**src/design/dac_pkg.sv**
```systemverilog
// Constants and carrier types for the two-channel converter control block
package dac_pkg;
	// Register indices; the byte address is four times the index
	localparam logic [1:0] IDX_CODE_CH0 = 2'h0;
	localparam logic [1:0] IDX_CODE_CH1 = 2'h1;
	localparam logic [1:0] IDX_CONTROL = 2'h2;
	localparam logic [1:0] IDX_STANDBY = 2'h3;
	localparam int ADDR_W = 4;

	// Values after reset
	localparam logic [7:0] CODE_RESET = 8'h00;
	localparam logic [7:0] CONTROL_RESET = 8'h1F;
	localparam logic [7:0] STANDBY_RESET = 8'hFE;

	// Field positions
	localparam int CTRL_OE1_BIT = 7;
	localparam int CTRL_OE0_BIT = 6;
	localparam int CTRL_JOINT_BIT = 5;
	localparam int STBY_STE_BIT = 0;
	localparam logic [4:0] CTRL_RSVD_ONES = 5'h1F;
	localparam logic [6:0] STBY_RSVD_ONES = 7'h7F;

	// Conversion time, longest figure rounded down to whole cycles
	localparam int CLK_PERIOD_NS = 10;
	localparam int CONV_TIME_NS = 10000;
	localparam int CONV_CYCLES_INT = CONV_TIME_NS / CLK_PERIOD_NS;
	localparam int CONV_CNT_W = 10;
	localparam logic [CONV_CNT_W-1:0] CONV_LAST = CONV_CNT_W'(CONV_CYCLES_INT - 1);

	// Per-channel view toward the analog section
	typedef struct packed {
		logic drive;
		logic converting;
		logic valid;
		logic [7:0] level;
	} chan_out_t;

	// Per-channel conversion timer
	typedef enum logic [1:0] {
		CH_IDLE = 2'b00,
		CH_BUSY = 2'b01,
		CH_DONE = 2'b10
	} chan_state_t;
endpackage

```
**src/design/dual_dac_control.sv**
```systemverilog
// Register file and conversion control for a two-channel 8-bit converter
// What this block does
// - Two 8-bit read/write channel code registers
// - Code registers clear on reset and standby
// - Control register becomes 0x1F on reset, standby
// - Bit 7 enables channel 1 conversion and output
// - Bit 6 enables channel 0 conversion and output
// - Bit 5 joins conversion of both channels
// - Both enables clear stops all conversion
// - Pin drive follows own enable bit, gated off by standby
// - Control bits 4..0 read as one
// - Standby register 0xFE on reset, hardware standby
// - Bit 0 keeps output alive in software standby
// - Standby bits 7..1 read as one
// - Two channels convert independently
// - Enabled channel converts; write restarts conversion
// - Output level equals code over 256 times reference
// - Output persists until rewrite or disable
// - Enable makes pin output, clear makes input
// - Standby enable keeps registers through software standby
//
// Added by the designer: the placing of the registers and register access over Avalon-MM.
`timescale 1ns/1ps
`default_nettype none

module dual_dac_control (
	// Clock, reset, enable
	input wire logic clk_sys,
	input wire logic rst,
	input wire logic ce,
	// Power state from the chip's power controller
	input wire logic sw_standby,
	input wire logic hw_standby,
	// Avalon-MM slave
	input wire logic [dac_pkg::ADDR_W-1:0] avs_address,
	input wire logic avs_read,
	input wire logic avs_write,
	input wire logic [31:0] avs_writedata,
	input wire logic [3:0] avs_byteenable,
	output logic [31:0] avs_readdata,
	output logic avs_waitrequest,
	// Analog section, one per channel
	output dac_pkg::chan_out_t analog_out_ch0,
	output dac_pkg::chan_out_t analog_out_ch1
);

	function automatic logic reg_hit(input logic [dac_pkg::ADDR_W-1:0] addr,
		input logic [1:0] idx);
		reg_hit = (addr == {idx, 2'b00});
	endfunction

	logic [7:0] code_reg [2];
	logic ch1_output_enable;
	logic ch0_output_enable;
	logic joint_conversion_enable;
	logic standby_output_enable;
	logic ack_reg;
	logic req;
	logic wr_acc;
	logic rd_acc;
	logic clr_regs;
	logic out_off;
	logic [7:0] ctrl_view;
	logic [7:0] stby_view;
	logic [1:0] oe;
	logic [1:0] conv_en;
	logic [1:0] conv_en_prev_reg;
	logic [1:0] wr_code;
	dac_pkg::chan_state_t st_reg [2];
	logic [dac_pkg::CONV_CNT_W-1:0] cnt_reg [2];
	logic [7:0] level_reg [2];

	// One wait state: data are registered, and the master samples a stable answer
	assign req = avs_read | avs_write;
	// Clock enable low holds the answer back, else a write would be acknowledged and lost
	assign avs_waitrequest = req & ~(ack_reg & ce);
	assign wr_acc = avs_write & ack_reg & ce;
	assign rd_acc = avs_read & ~ack_reg & ce;

	always_ff @(posedge clk_sys or posedge rst) begin
		if (rst) begin
			ack_reg <= 1'b0;
		end else if (ce) begin
			ack_reg <= req & ~ack_reg;
		end
	end

	// Software standby without the keep bit behaves as a register reset
	assign clr_regs = hw_standby | (sw_standby & ~standby_output_enable);
	assign out_off = hw_standby | (sw_standby & ~standby_output_enable);

	generate
		for (genvar i = 0; i < 2; i++) begin : g_code
			assign wr_code[i] = wr_acc & avs_byteenable[0] &
				reg_hit(avs_address, 2'(i));
			always_ff @(posedge clk_sys or posedge rst) begin
				if (rst) begin
					code_reg[i] <= dac_pkg::CODE_RESET;
				end else if (ce) begin
					if (clr_regs) begin
						code_reg[i] <= dac_pkg::CODE_RESET;
					end else if (wr_code[i]) begin
						code_reg[i] <= avs_writedata[7:0];
					end
				end
			end
		end
	endgenerate

	always_ff @(posedge clk_sys or posedge rst) begin
		if (rst) begin
			ch1_output_enable <= dac_pkg::CONTROL_RESET[dac_pkg::CTRL_OE1_BIT];
			ch0_output_enable <= dac_pkg::CONTROL_RESET[dac_pkg::CTRL_OE0_BIT];
			joint_conversion_enable <= dac_pkg::CONTROL_RESET[dac_pkg::CTRL_JOINT_BIT];
		end else if (ce) begin
			if (clr_regs) begin
				ch1_output_enable <= dac_pkg::CONTROL_RESET[dac_pkg::CTRL_OE1_BIT];
				ch0_output_enable <= dac_pkg::CONTROL_RESET[dac_pkg::CTRL_OE0_BIT];
				joint_conversion_enable <= dac_pkg::CONTROL_RESET[dac_pkg::CTRL_JOINT_BIT];
			end else if (wr_acc && avs_byteenable[0] &&
				reg_hit(avs_address, dac_pkg::IDX_CONTROL)) begin
				ch1_output_enable <= avs_writedata[dac_pkg::CTRL_OE1_BIT];
				ch0_output_enable <= avs_writedata[dac_pkg::CTRL_OE0_BIT];
				joint_conversion_enable <= avs_writedata[dac_pkg::CTRL_JOINT_BIT];
			end
		end
	end

	// Only hardware standby resets the keep bit; software standby leaves it
	always_ff @(posedge clk_sys or posedge rst) begin
		if (rst) begin
			standby_output_enable <= dac_pkg::STANDBY_RESET[dac_pkg::STBY_STE_BIT];
		end else if (ce) begin
			if (hw_standby) begin
				standby_output_enable <= dac_pkg::STANDBY_RESET[dac_pkg::STBY_STE_BIT];
			end else if (wr_acc && avs_byteenable[0] &&
				reg_hit(avs_address, dac_pkg::IDX_STANDBY)) begin
				standby_output_enable <= avs_writedata[dac_pkg::STBY_STE_BIT];
			end
		end
	end

	assign ctrl_view = {ch1_output_enable, ch0_output_enable, joint_conversion_enable,
		dac_pkg::CTRL_RSVD_ONES};
	assign stby_view = {dac_pkg::STBY_RSVD_ONES, standby_output_enable};

	// Read data captured in the wait cycle, shown while waitrequest is low
	always_ff @(posedge clk_sys or posedge rst) begin
		if (rst) begin
			avs_readdata <= 32'h0000_0000;
		end else if (rd_acc) begin
			if (reg_hit(avs_address, dac_pkg::IDX_CODE_CH0)) begin
				avs_readdata <= {24'h00_0000, code_reg[0]};
			end else if (reg_hit(avs_address, dac_pkg::IDX_CODE_CH1)) begin
				avs_readdata <= {24'h00_0000, code_reg[1]};
			end else if (reg_hit(avs_address, dac_pkg::IDX_CONTROL)) begin
				avs_readdata <= {24'h00_0000, ctrl_view};
			end else if (reg_hit(avs_address, dac_pkg::IDX_STANDBY)) begin
				avs_readdata <= {24'h00_0000, stby_view};
			end else begin
				avs_readdata <= 32'h0000_0000;
			end
		end
	end

	// Joint mode lets either enable start both; none set stops both
	assign oe = {ch1_output_enable, ch0_output_enable};
	assign conv_en[0] = oe[0] | (joint_conversion_enable & oe[1]);
	assign conv_en[1] = oe[1] | (joint_conversion_enable & oe[0]);

	always_ff @(posedge clk_sys or posedge rst) begin
		if (rst) begin
			conv_en_prev_reg <= 2'b00;
		end else if (ce) begin
			conv_en_prev_reg <= conv_en;
		end
	end

	generate
		for (genvar i = 0; i < 2; i++) begin : g_chan
			// Each channel has its own timer and result; neither waits on the other
			always_ff @(posedge clk_sys or posedge rst) begin
				if (rst) begin
					st_reg[i] <= dac_pkg::CH_IDLE;
					cnt_reg[i] <= '0;
				end else if (ce) begin
					if (!conv_en[i]) begin
						st_reg[i] <= dac_pkg::CH_IDLE;
						cnt_reg[i] <= '0;
					end else if (!conv_en_prev_reg[i] || wr_code[i]) begin
						st_reg[i] <= dac_pkg::CH_BUSY;
						cnt_reg[i] <= dac_pkg::CONV_LAST;
					end else begin
						case (st_reg[i])
							dac_pkg::CH_IDLE: begin
								st_reg[i] <= dac_pkg::CH_IDLE;
							end
							dac_pkg::CH_BUSY: begin
								if (cnt_reg[i] == '0) begin
									st_reg[i] <= dac_pkg::CH_DONE;
								end else begin
									cnt_reg[i] <= cnt_reg[i] - 1'b1;
								end
							end
							dac_pkg::CH_DONE: begin
								st_reg[i] <= dac_pkg::CH_DONE;
							end
							default: begin
								st_reg[i] <= dac_pkg::CH_IDLE;
							end
						endcase
					end
				end
			end

			// Result code held for the analog stage: level = code / 256 * Vref
			always_ff @(posedge clk_sys or posedge rst) begin
				if (rst) begin
					level_reg[i] <= dac_pkg::CODE_RESET;
				end else if (ce && conv_en[i] && st_reg[i] == dac_pkg::CH_BUSY &&
					cnt_reg[i] == '0 && !wr_code[i]) begin
					level_reg[i] <= code_reg[i];
				end
			end
		end
	endgenerate

	// Pin direction follows the channel's own enable, gated off by standby, never the joint bit
	always_comb begin
		analog_out_ch0.drive = oe[0] & ~out_off;
		analog_out_ch0.converting = conv_en[0];
		analog_out_ch0.valid = oe[0] & (st_reg[0] == dac_pkg::CH_DONE);
		analog_out_ch0.level = level_reg[0];
		analog_out_ch1.drive = oe[1] & ~out_off;
		analog_out_ch1.converting = conv_en[1];
		analog_out_ch1.valid = oe[1] & (st_reg[1] == dac_pkg::CH_DONE);
		analog_out_ch1.level = level_reg[1];
	end
endmodule

`default_nettype wire

```
**config.mk**
```make
export PLATFORM = sky130hd
export DESIGN_NAME = dual_dac_control
export DESIGN_NICKNAME = d
export VERILOG_FILES = /design/src/design/dac_pkg.sv /design/src/design/dual_dac_control.sv
export SDC_FILE = /design/constraint.sdc
export NUM_CORES = 1
export LEC_CHECK = 0
export ABC_AREA = 1
export BUFFER_PORTS_ARGS = -buffer_cell sky130_fd_sc_hd__buf_4
export CORE_UTILIZATION = 30
export DETAILED_ROUTE_END_ITERATION = 8
export PLACE_DENSITY = 0.58
export SETUP_SLACK_MARGIN = 0.15
export SLEW_MARGIN = 10
export SYNTH_ARGS = -nofsm -noshare
export SYNTH_HDL_FRONTEND = slang
export SYNTH_SLANG_ARGS = --single-unit
```
**constraint.sdc**
```tcl
create_clock -name clk_sys -period 2.15 [get_ports clk_sys]
set_input_delay 0.1075 -clock clk_sys [delete_from_list [all_inputs] [get_ports clk_sys]]
set_output_delay 0.1075 -clock clk_sys [all_outputs]
set_load 0.03 [all_outputs]
```
==> flow_metrics.env, run 1 <==
export IMPL_status="complete, no violations"
export IMPL_dp_hpwl_um=6745
export IMPL_diodes=0
export IMPL_dieArea_um2=13390
export IMPL_drt_wl_total_um=8801
export IMPL_hold_start="avs_writedata[0]"
export IMPL_cp_end_kind="flip-flop"
export IMPL_power_leakage_nw=2.383
export IMPL_slew_viol_final=0
export IMPL_yosysSeqAreaShare=0.4579
export IMPL_fin_crit_sh=0.7997
export IMPL_syn_inst=501
export IMPL_final_nets=613
export IMPL_p_total_w=0.004274
export IMPL_holdBufCountCts=1
export IMPL_layout_common_cells="nand2_1 (161), dfrtp_1 (71), nand3_1 (62), buf_4 (52), nor2_1 (49)"
export IMPL_largest_register_ffs=20
export IMPL_ys_seq_elements=71
export IMPL_path_clk_slew_ps=60
export IMPL_grt_overflow_total=0
export IMPL_path_max_fanout=10
export IMPL_grt_pass1_wl_um=14750
export IMPL_reg2reg_depth=10
export IMPL_finClkSkew_ps=8.914
export IMPL_r2r_start="cnt_reg[10]$_DFFE_PP0P_"
export IMPL_cap_violations=0
export IMPL_setup_viol=0
export IMPL_regToRegSetupSlack_ps=430
export IMPL_place_congestion=0.8208
export IMPL_ir_drop_mv=0.5240
export IMPL_cts_buffers=9
export IMPL_powerDensity_nw_per_um2=911.7
export IMPL_synth_distinct_cells=28
export IMPL_grtUsageTotal=0.1436
export IMPL_htree_levels=3
export IMPL_start_util=0.3075
export IMPL_drc=0
export IMPL_vias=3303
export IMPL_tns_ps=0
export IMPL_worst_hold_slack_ps=75.06
export IMPL_fillers=1342
export IMPL_grt_setup_unrepaired="false"
export IMPL_syn_to_final_growth_pct=20.83
export IMPL_io_pins=102
export IMPL_finalHoldViolCount=0
export IMPL_holdCritPathClass="primary input to flip-flop"
export IMPL_min_to="standby_output_enable$_DFFE_PP0P_"
export IMPL_cts_tree="yes"
export IMPL_grt_pass1_vias=3211
export IMPL_r2r_end="cnt_reg[16]$_DFFE_PP0P_"
export IMPL_slew_headroom=0.6214
export IMPL_critPathKind="flip-flop to flip-flop"
export IMPL_drtIter0Drc=173
export IMPL_clkLatencyLatePin_ps=330
export IMPL_root_buffer="clkbuf_16"
export IMPL_cts_max_path_buffers=2
export IMPL_post_cts_resized=0
export IMPL_mostFrequentLayoutCell="nand2_1"
export IMPL_hold_depth=3
export IMPL_core_area_um2=12620
export IMPL_vias_per_cell=4.482
export IMPL_crit_arrival_ps=1990
export IMPL_synth_area_per_cell_um2=7.744
export IMPL_die_height_um=115.7
export IMPL_clock_fmax_mhz=581.6
export IMPL_rows=41
export IMPL_drive_above_1_share=0.1681
export IMPL_postRouteAntennaNets=0
export IMPL_wl_per_cell_um=11.94
export IMPL_yosysWarnings=0
export IMPL_tightestPinTransition_ps=567.9
export IMPL_dr_pass1_iters=4
export IMPL_start_kind="flip-flop"
export IMPL_period_minus_slack_ps=1719
export IMPL_grt_start_max_net_pins=51
export IMPL_synth_area_um2=3880
export IMPL_io_buffer_count=50
export IMPL_cts_sinks=71
export IMPL_postCtsSetupBuffers=0
export IMPL_grt_antenna_before_repair=0
export IMPL_worstPathRequired_ps=2420
export IMPL_die_w_um=115.7
## metal layers
metal,track usage,share of wire,vias up
li1,-,-,1673
met1,0.1831,0.47,1551
met2,0.2367,0.47,71
met3,0.03870,0.046,8
met4,0.04615,0.013,0
met5,0,0,-
## worst max path at each step
| stage | cells past startpoint | start | end | slack [ps] |
|---|---|---|---|---|
| after floorplan | 1 | rst | ack_reg$_DFFE_PP0P_ | 250 |
| after global placement | 10 | cnt_reg[10]$_DFFE_PP0P_ | cnt_reg[11]$_DFFE_PP0P_ | 490 |
| final | 10 | cnt_reg[10]$_DFFE_PP0P_ | cnt_reg[16]$_DFFE_PP0P_ | 430 |
| after detailed placement | 10 | cnt_reg[10]$_DFFE_PP0P_ | cnt_reg[14]$_DFFE_PP0P_ | 460 |
| after global routing | 9 | cnt_reg[10]$_DFFE_PP0P_ | analog_out_ch0[1]$_DFFE_PP0P_ | 240 |
| after CTS | 10 | cnt_reg[10]$_DFFE_PP0P_ | cnt_reg[14]$_DFFE_PP0P_ | 440 |
## layout make-up
| class | instances | area (um2) | share of cell area |
|---|---|---|---|
| clock buffer | 12 | 246.5 | 0.05258 |
| timing repair buffer | 54 | 420.4 | 0.08967 |
| tap | 172 | 215.2 | 0.04590 |
| inverter | 46 | 172.7 | 0.03683 |
| clock inverter | 4 | 53.80 | 0.01148 |
| multi-input combinational | 378 | 1803 | 0.3846 |
| sequential | 71 | 1777 | 0.3790 |
## critical path, cell delays in order, from the launching register on
cell and delay (ps):
dfrtp_1 380, inv_1 90, ha_1 210, nand2_1 110, nor2_1 200, nand2_1 120, nand2_1 160, nand2_4 120
nand2_4 140, nand2_1 70, nand2_1 60
## metrics by stage
step / worst slack, ps / util / instances / cell area (um2)
2_1_floorplan: 245.9 / - / 524 / 3966
3_3_place_gp: 485.6 / 0.3469 / 720 / 4378
3_5_place_dp: 458.7 / 0.3469 / 720 / 4378
5_1_grt: 236.2 / 0.3715 / 737 / 4688
4_1_cts: 439.7 / 0.3715 / 737 / 4688
6_report: 430.6 / 0.3715 / 737 / 4688
## synth_stat cells
cell type	count	area (um2)
ha_1	6	75.07
a21oi_4	1	16.27
xor2_1	1	8.760
nor2_4	4	45.04
conb_1	1	3.750
buf_2	3	15.01
nor2_2	2	12.51
clkinv_1	3	11.26
xnor2_1	4	35.03
and2_1	1	6.260
buf_4	25	187.7
buf_6	1	11.26
o21ai_0	19	95.09
inv_2	3	11.26
nor3_4	2	32.53
nand2_4	5	56.30
a21oi_1	12	60.06
nand2_2	5	31.28
nor2_1	49	183.9
or2_2	3	18.77
o21ai_1	8	40.04
nand2_1	161	604.3
o21ai_2	1	8.760
mux2_2	1	11.26
a41oi_1	7	61.31
nand3_1	62	310.3
dfrtp_1	71	1777
inv_1	40	150.1
## cells by family (layout without fill, tap and decap cells)
| kind of cell | Yosys count | after routing | share of synthesized area |
|---|---|---|---|
| AO/OA/AOI/OAI | 48 | 48 | 0.07256 |
| XOR/XNOR | 5 | 5 | 0.01129 |
| adder cells (fa/ha/maj) | 6 | 6 | 0.01935 |
| buffers and inverters | 75 | 116 | 0.09964 |
| flip-flops | 71 | 71 | 0.4579 |
| multiplexers | 1 | 1 | 0.002902 |
| other | 1 | 24 | 0.0009665 |
| AND/OR/NAND/NOR | 294 | 294 | 0.3354 |
## power by group
part / internal, W / total, W / leakage, nW / switching (W)
sequential: 0.00152 / 0.00167 / 0.936 / 0.000145
clock: 0.000934 / 0.00149 / 0.139 / 0.000555
combinational: 0.000378 / 0.00112 / 1.31 / 0.000742
No activity file was read; power rests on OpenSTA's default activity.
==> run 2: changes to the inputs <==
clock period = 1.7 ns   (was 2.15 ns; I/O delays follow)
==> flow_metrics.env, run 2 (same netlist as run 1, synthesis figures left out) <==
export IMPL_status="complete, no violations"
export IMPL_worst_hold_slack_ps=52.82
export IMPL_slew_headroom=0.6367
export IMPL_dp_cells=733
export IMPL_crit_arrival_ps=1720
export IMPL_vias=3454
export IMPL_mostFrequentLayoutCell="nand2_1"
export IMPL_die_height_um=115.7
export IMPL_finClkSkew_ps=9.201
export IMPL_postRouteAntennaNets=0
export IMPL_r2r_start="cnt_reg[0]$_DFFE_PP0P_"
export IMPL_drc=0
export IMPL_grtUsageTotal=0.1521
export IMPL_power_leakage_nw=2.521
export IMPL_grt_pass1_vias=3255
export IMPL_grt_setup_unrepaired="true"
export IMPL_dp_hpwl_um=7013
export IMPL_use_met1=0.2022
export IMPL_vias_per_cell=4.539
export IMPL_worstPathRequired_ps=1970
export IMPL_fin_cells=761
export IMPL_r2r_end="cnt_reg[6]$_DFFE_PP0P_"
export IMPL_core_area_um2=12620
export IMPL_tightestPinTransition_ps=543.9
export IMPL_grt_antenna_before_repair=0
export IMPL_io_pins=102
export IMPL_diodes=0
export IMPL_cts_tree="yes"
export IMPL_p_total_w=0.005871
export IMPL_fin_crit_sh=0.8525
export IMPL_start_util=0.3075
export IMPL_holdCritPathClass="primary input to flip-flop"
export IMPL_regToRegSetupSlack_ps=250
export IMPL_dieArea_um2=13390
export IMPL_path_max_fanout=5
export IMPL_ir_drop_mv=0.4184
export IMPL_cp_end_kind="flip-flop"
export IMPL_final_nets=637
export IMPL_hold_depth=3
export IMPL_largest_register_ffs=20
export IMPL_post_place_ws_ps=89.55
export IMPL_period_minus_slack_ps=1449
export IMPL_clkLatencyLatePin_ps=340
export IMPL_hold_start="avs_writedata[1]"
export IMPL_path_cells="inv_1 > ha_2 > nand2_2 > nor2_4 > nand2_4 > nand2_8 > nand2_8 > nand2_8 > nand2_1 > nand2_1"
export IMPL_use_met3=0.03713
export IMPL_cts_buffers=9
export IMPL_powerDensity_nw_per_um2=1161
export IMPL_die_w_um=115.7
export IMPL_tns_ps=0
export IMPL_root_buffer="clkbuf_16"
export IMPL_place_congestion=0.7836
export IMPL_slew_viol_final=0
export IMPL_min_to="code_reg[9]$_DFFE_PP0P_"
export IMPL_fillers=1334
export IMPL_grt_overflow_total=0
export IMPL_drtIter0Drc=224
export IMPL_grt_start_max_net_pins=37
export IMPL_htree_levels=3
export IMPL_rows=41
export IMPL_finalHoldViolCount=0
export IMPL_critPathKind="flip-flop to flip-flop"
export IMPL_path_common_cell="nand2_8"
export IMPL_start_kind="flip-flop"
export IMPL_dr_pass1_iters=6
export IMPL_io_buffer_count=50
export IMPL_use_met2=0.2423
export IMPL_setup_viol=0
export IMPL_drive_above_1_share=0.2445
export IMPL_cts_sinks=71
export IMPL_syn_to_final_growth_pct=30.31
export IMPL_worst_slack_ps=250.8
export IMPL_grt_busiest_layer="met2"
export IMPL_drt_wl_total_um=9777
export IMPL_reg2reg_depth=10
export IMPL_layout_common_cells="nand2_1 (153), dfrtp_1 (70), buf_4 (70), nand3_1 (62), nor2_1 (44)"
export IMPL_clock_fmax_mhz=690.1
export IMPL_wl_per_cell_um=12.85
export IMPL_cap_violations=0
export IMPL_path_clk_slew_ps=60
export IMPL_cts_max_path_buffers=2
export IMPL_cpPeakStageDelay_ps=390
export IMPL_grt_pass1_wl_um=15610
export IMPL_crit_slowest_cell="dfrtp_1"
run 2: power by group:
part	internal, W	switching [W]
Combinational	0.000616	0.00106
Sequential	0.00192	0.000192
Clock	0.00130	0.000781
Total	0.00383	0.00204
run 2: critical path: cells and delay by family (launching register included):
family,cells,cell delay [ps]
buffers and inverters,1,80
DFF,1,390
and+or+nand+nor,8,720
adders and majority gates,1,190
run 2: final cells by class:
type | count | area [um2] | area share
Tap cell | 172 | 215.2 | 0.04256
Clock buffer | 10 | 229.0 | 0.04529
Sequential cell | 71 | 1778 | 0.3516
Clock inverter | 6 | 92.59 | 0.01831
Timing Repair Buffer | 73 | 566.8 | 0.1121
Multi-Input combinational cell | 381 | 1981 | 0.3917
Timing Repair inverter | 2 | 10.01 | 0.001980
Inverter | 46 | 183.9 | 0.03638
run 2: what timing repair did:
action / in CTS / in global routing
gates cloned: 0 / 5
setup endpoints to repair: 22 / 48
pin swaps: 0 / 13
hold buffers: 1 / 0
gates resized for setup: 8 / 32
buffers inserted: 0 / 6
hold endpoints to repair: 22 / 0
run 2: metal layers:
metal / part of all wire / wire (um) / vias to the layer above
met5: 0 / 0 / -
met2: 0.46 / 4502 / 111
met1: 0.47 / 4587 / 1602
met3: 0.055 / 537 / 12
met4: 0.015 / 148 / 0
li1: - / - / 1729
run 2: worst max path at each step:
| stage | from | end | slack (ps) |
|---|---|---|---|
| 6_report | cnt_reg[0]$_DFFE_PP0P_ | cnt_reg[6]$_DFFE_PP0P_ | 250 |
| 5_1_grt | cnt_reg[14]$_DFFE_PP0P_ | cnt_reg[14]$_DFFE_PP0P_ | 110 |
| 4_1_cts | cnt_reg[0]$_DFFE_PP0P_ | analog_out_ch1[0]$_DFFE_PP0P_ | 150 |
| 3_5_place_dp | cnt_reg[10]$_DFFE_PP0P_ | cnt_reg[14]$_DFFE_PP0P_ | 90 |
| 3_3_place_gp | cnt_reg[0]$_DFFE_PP0P_ | cnt_reg[1]$_DFFE_PP0P_ | 120 |
| 2_1_floorplan | ch1_output_enable$_DFFE_PP0P_ | analog_out_ch0[0]$_DFFE_PP0P_ | 180 |
run 2: stage by stage:
stage | instance area (um2) | utilization
global route | 5056 | 0.4007
finish | 5056 | 0.4007
global placement | 4483 | 0.3552
floorplan | 3974 | -
CTS | 4852 | 0.3845
detailed placement | 4483 | 0.3552
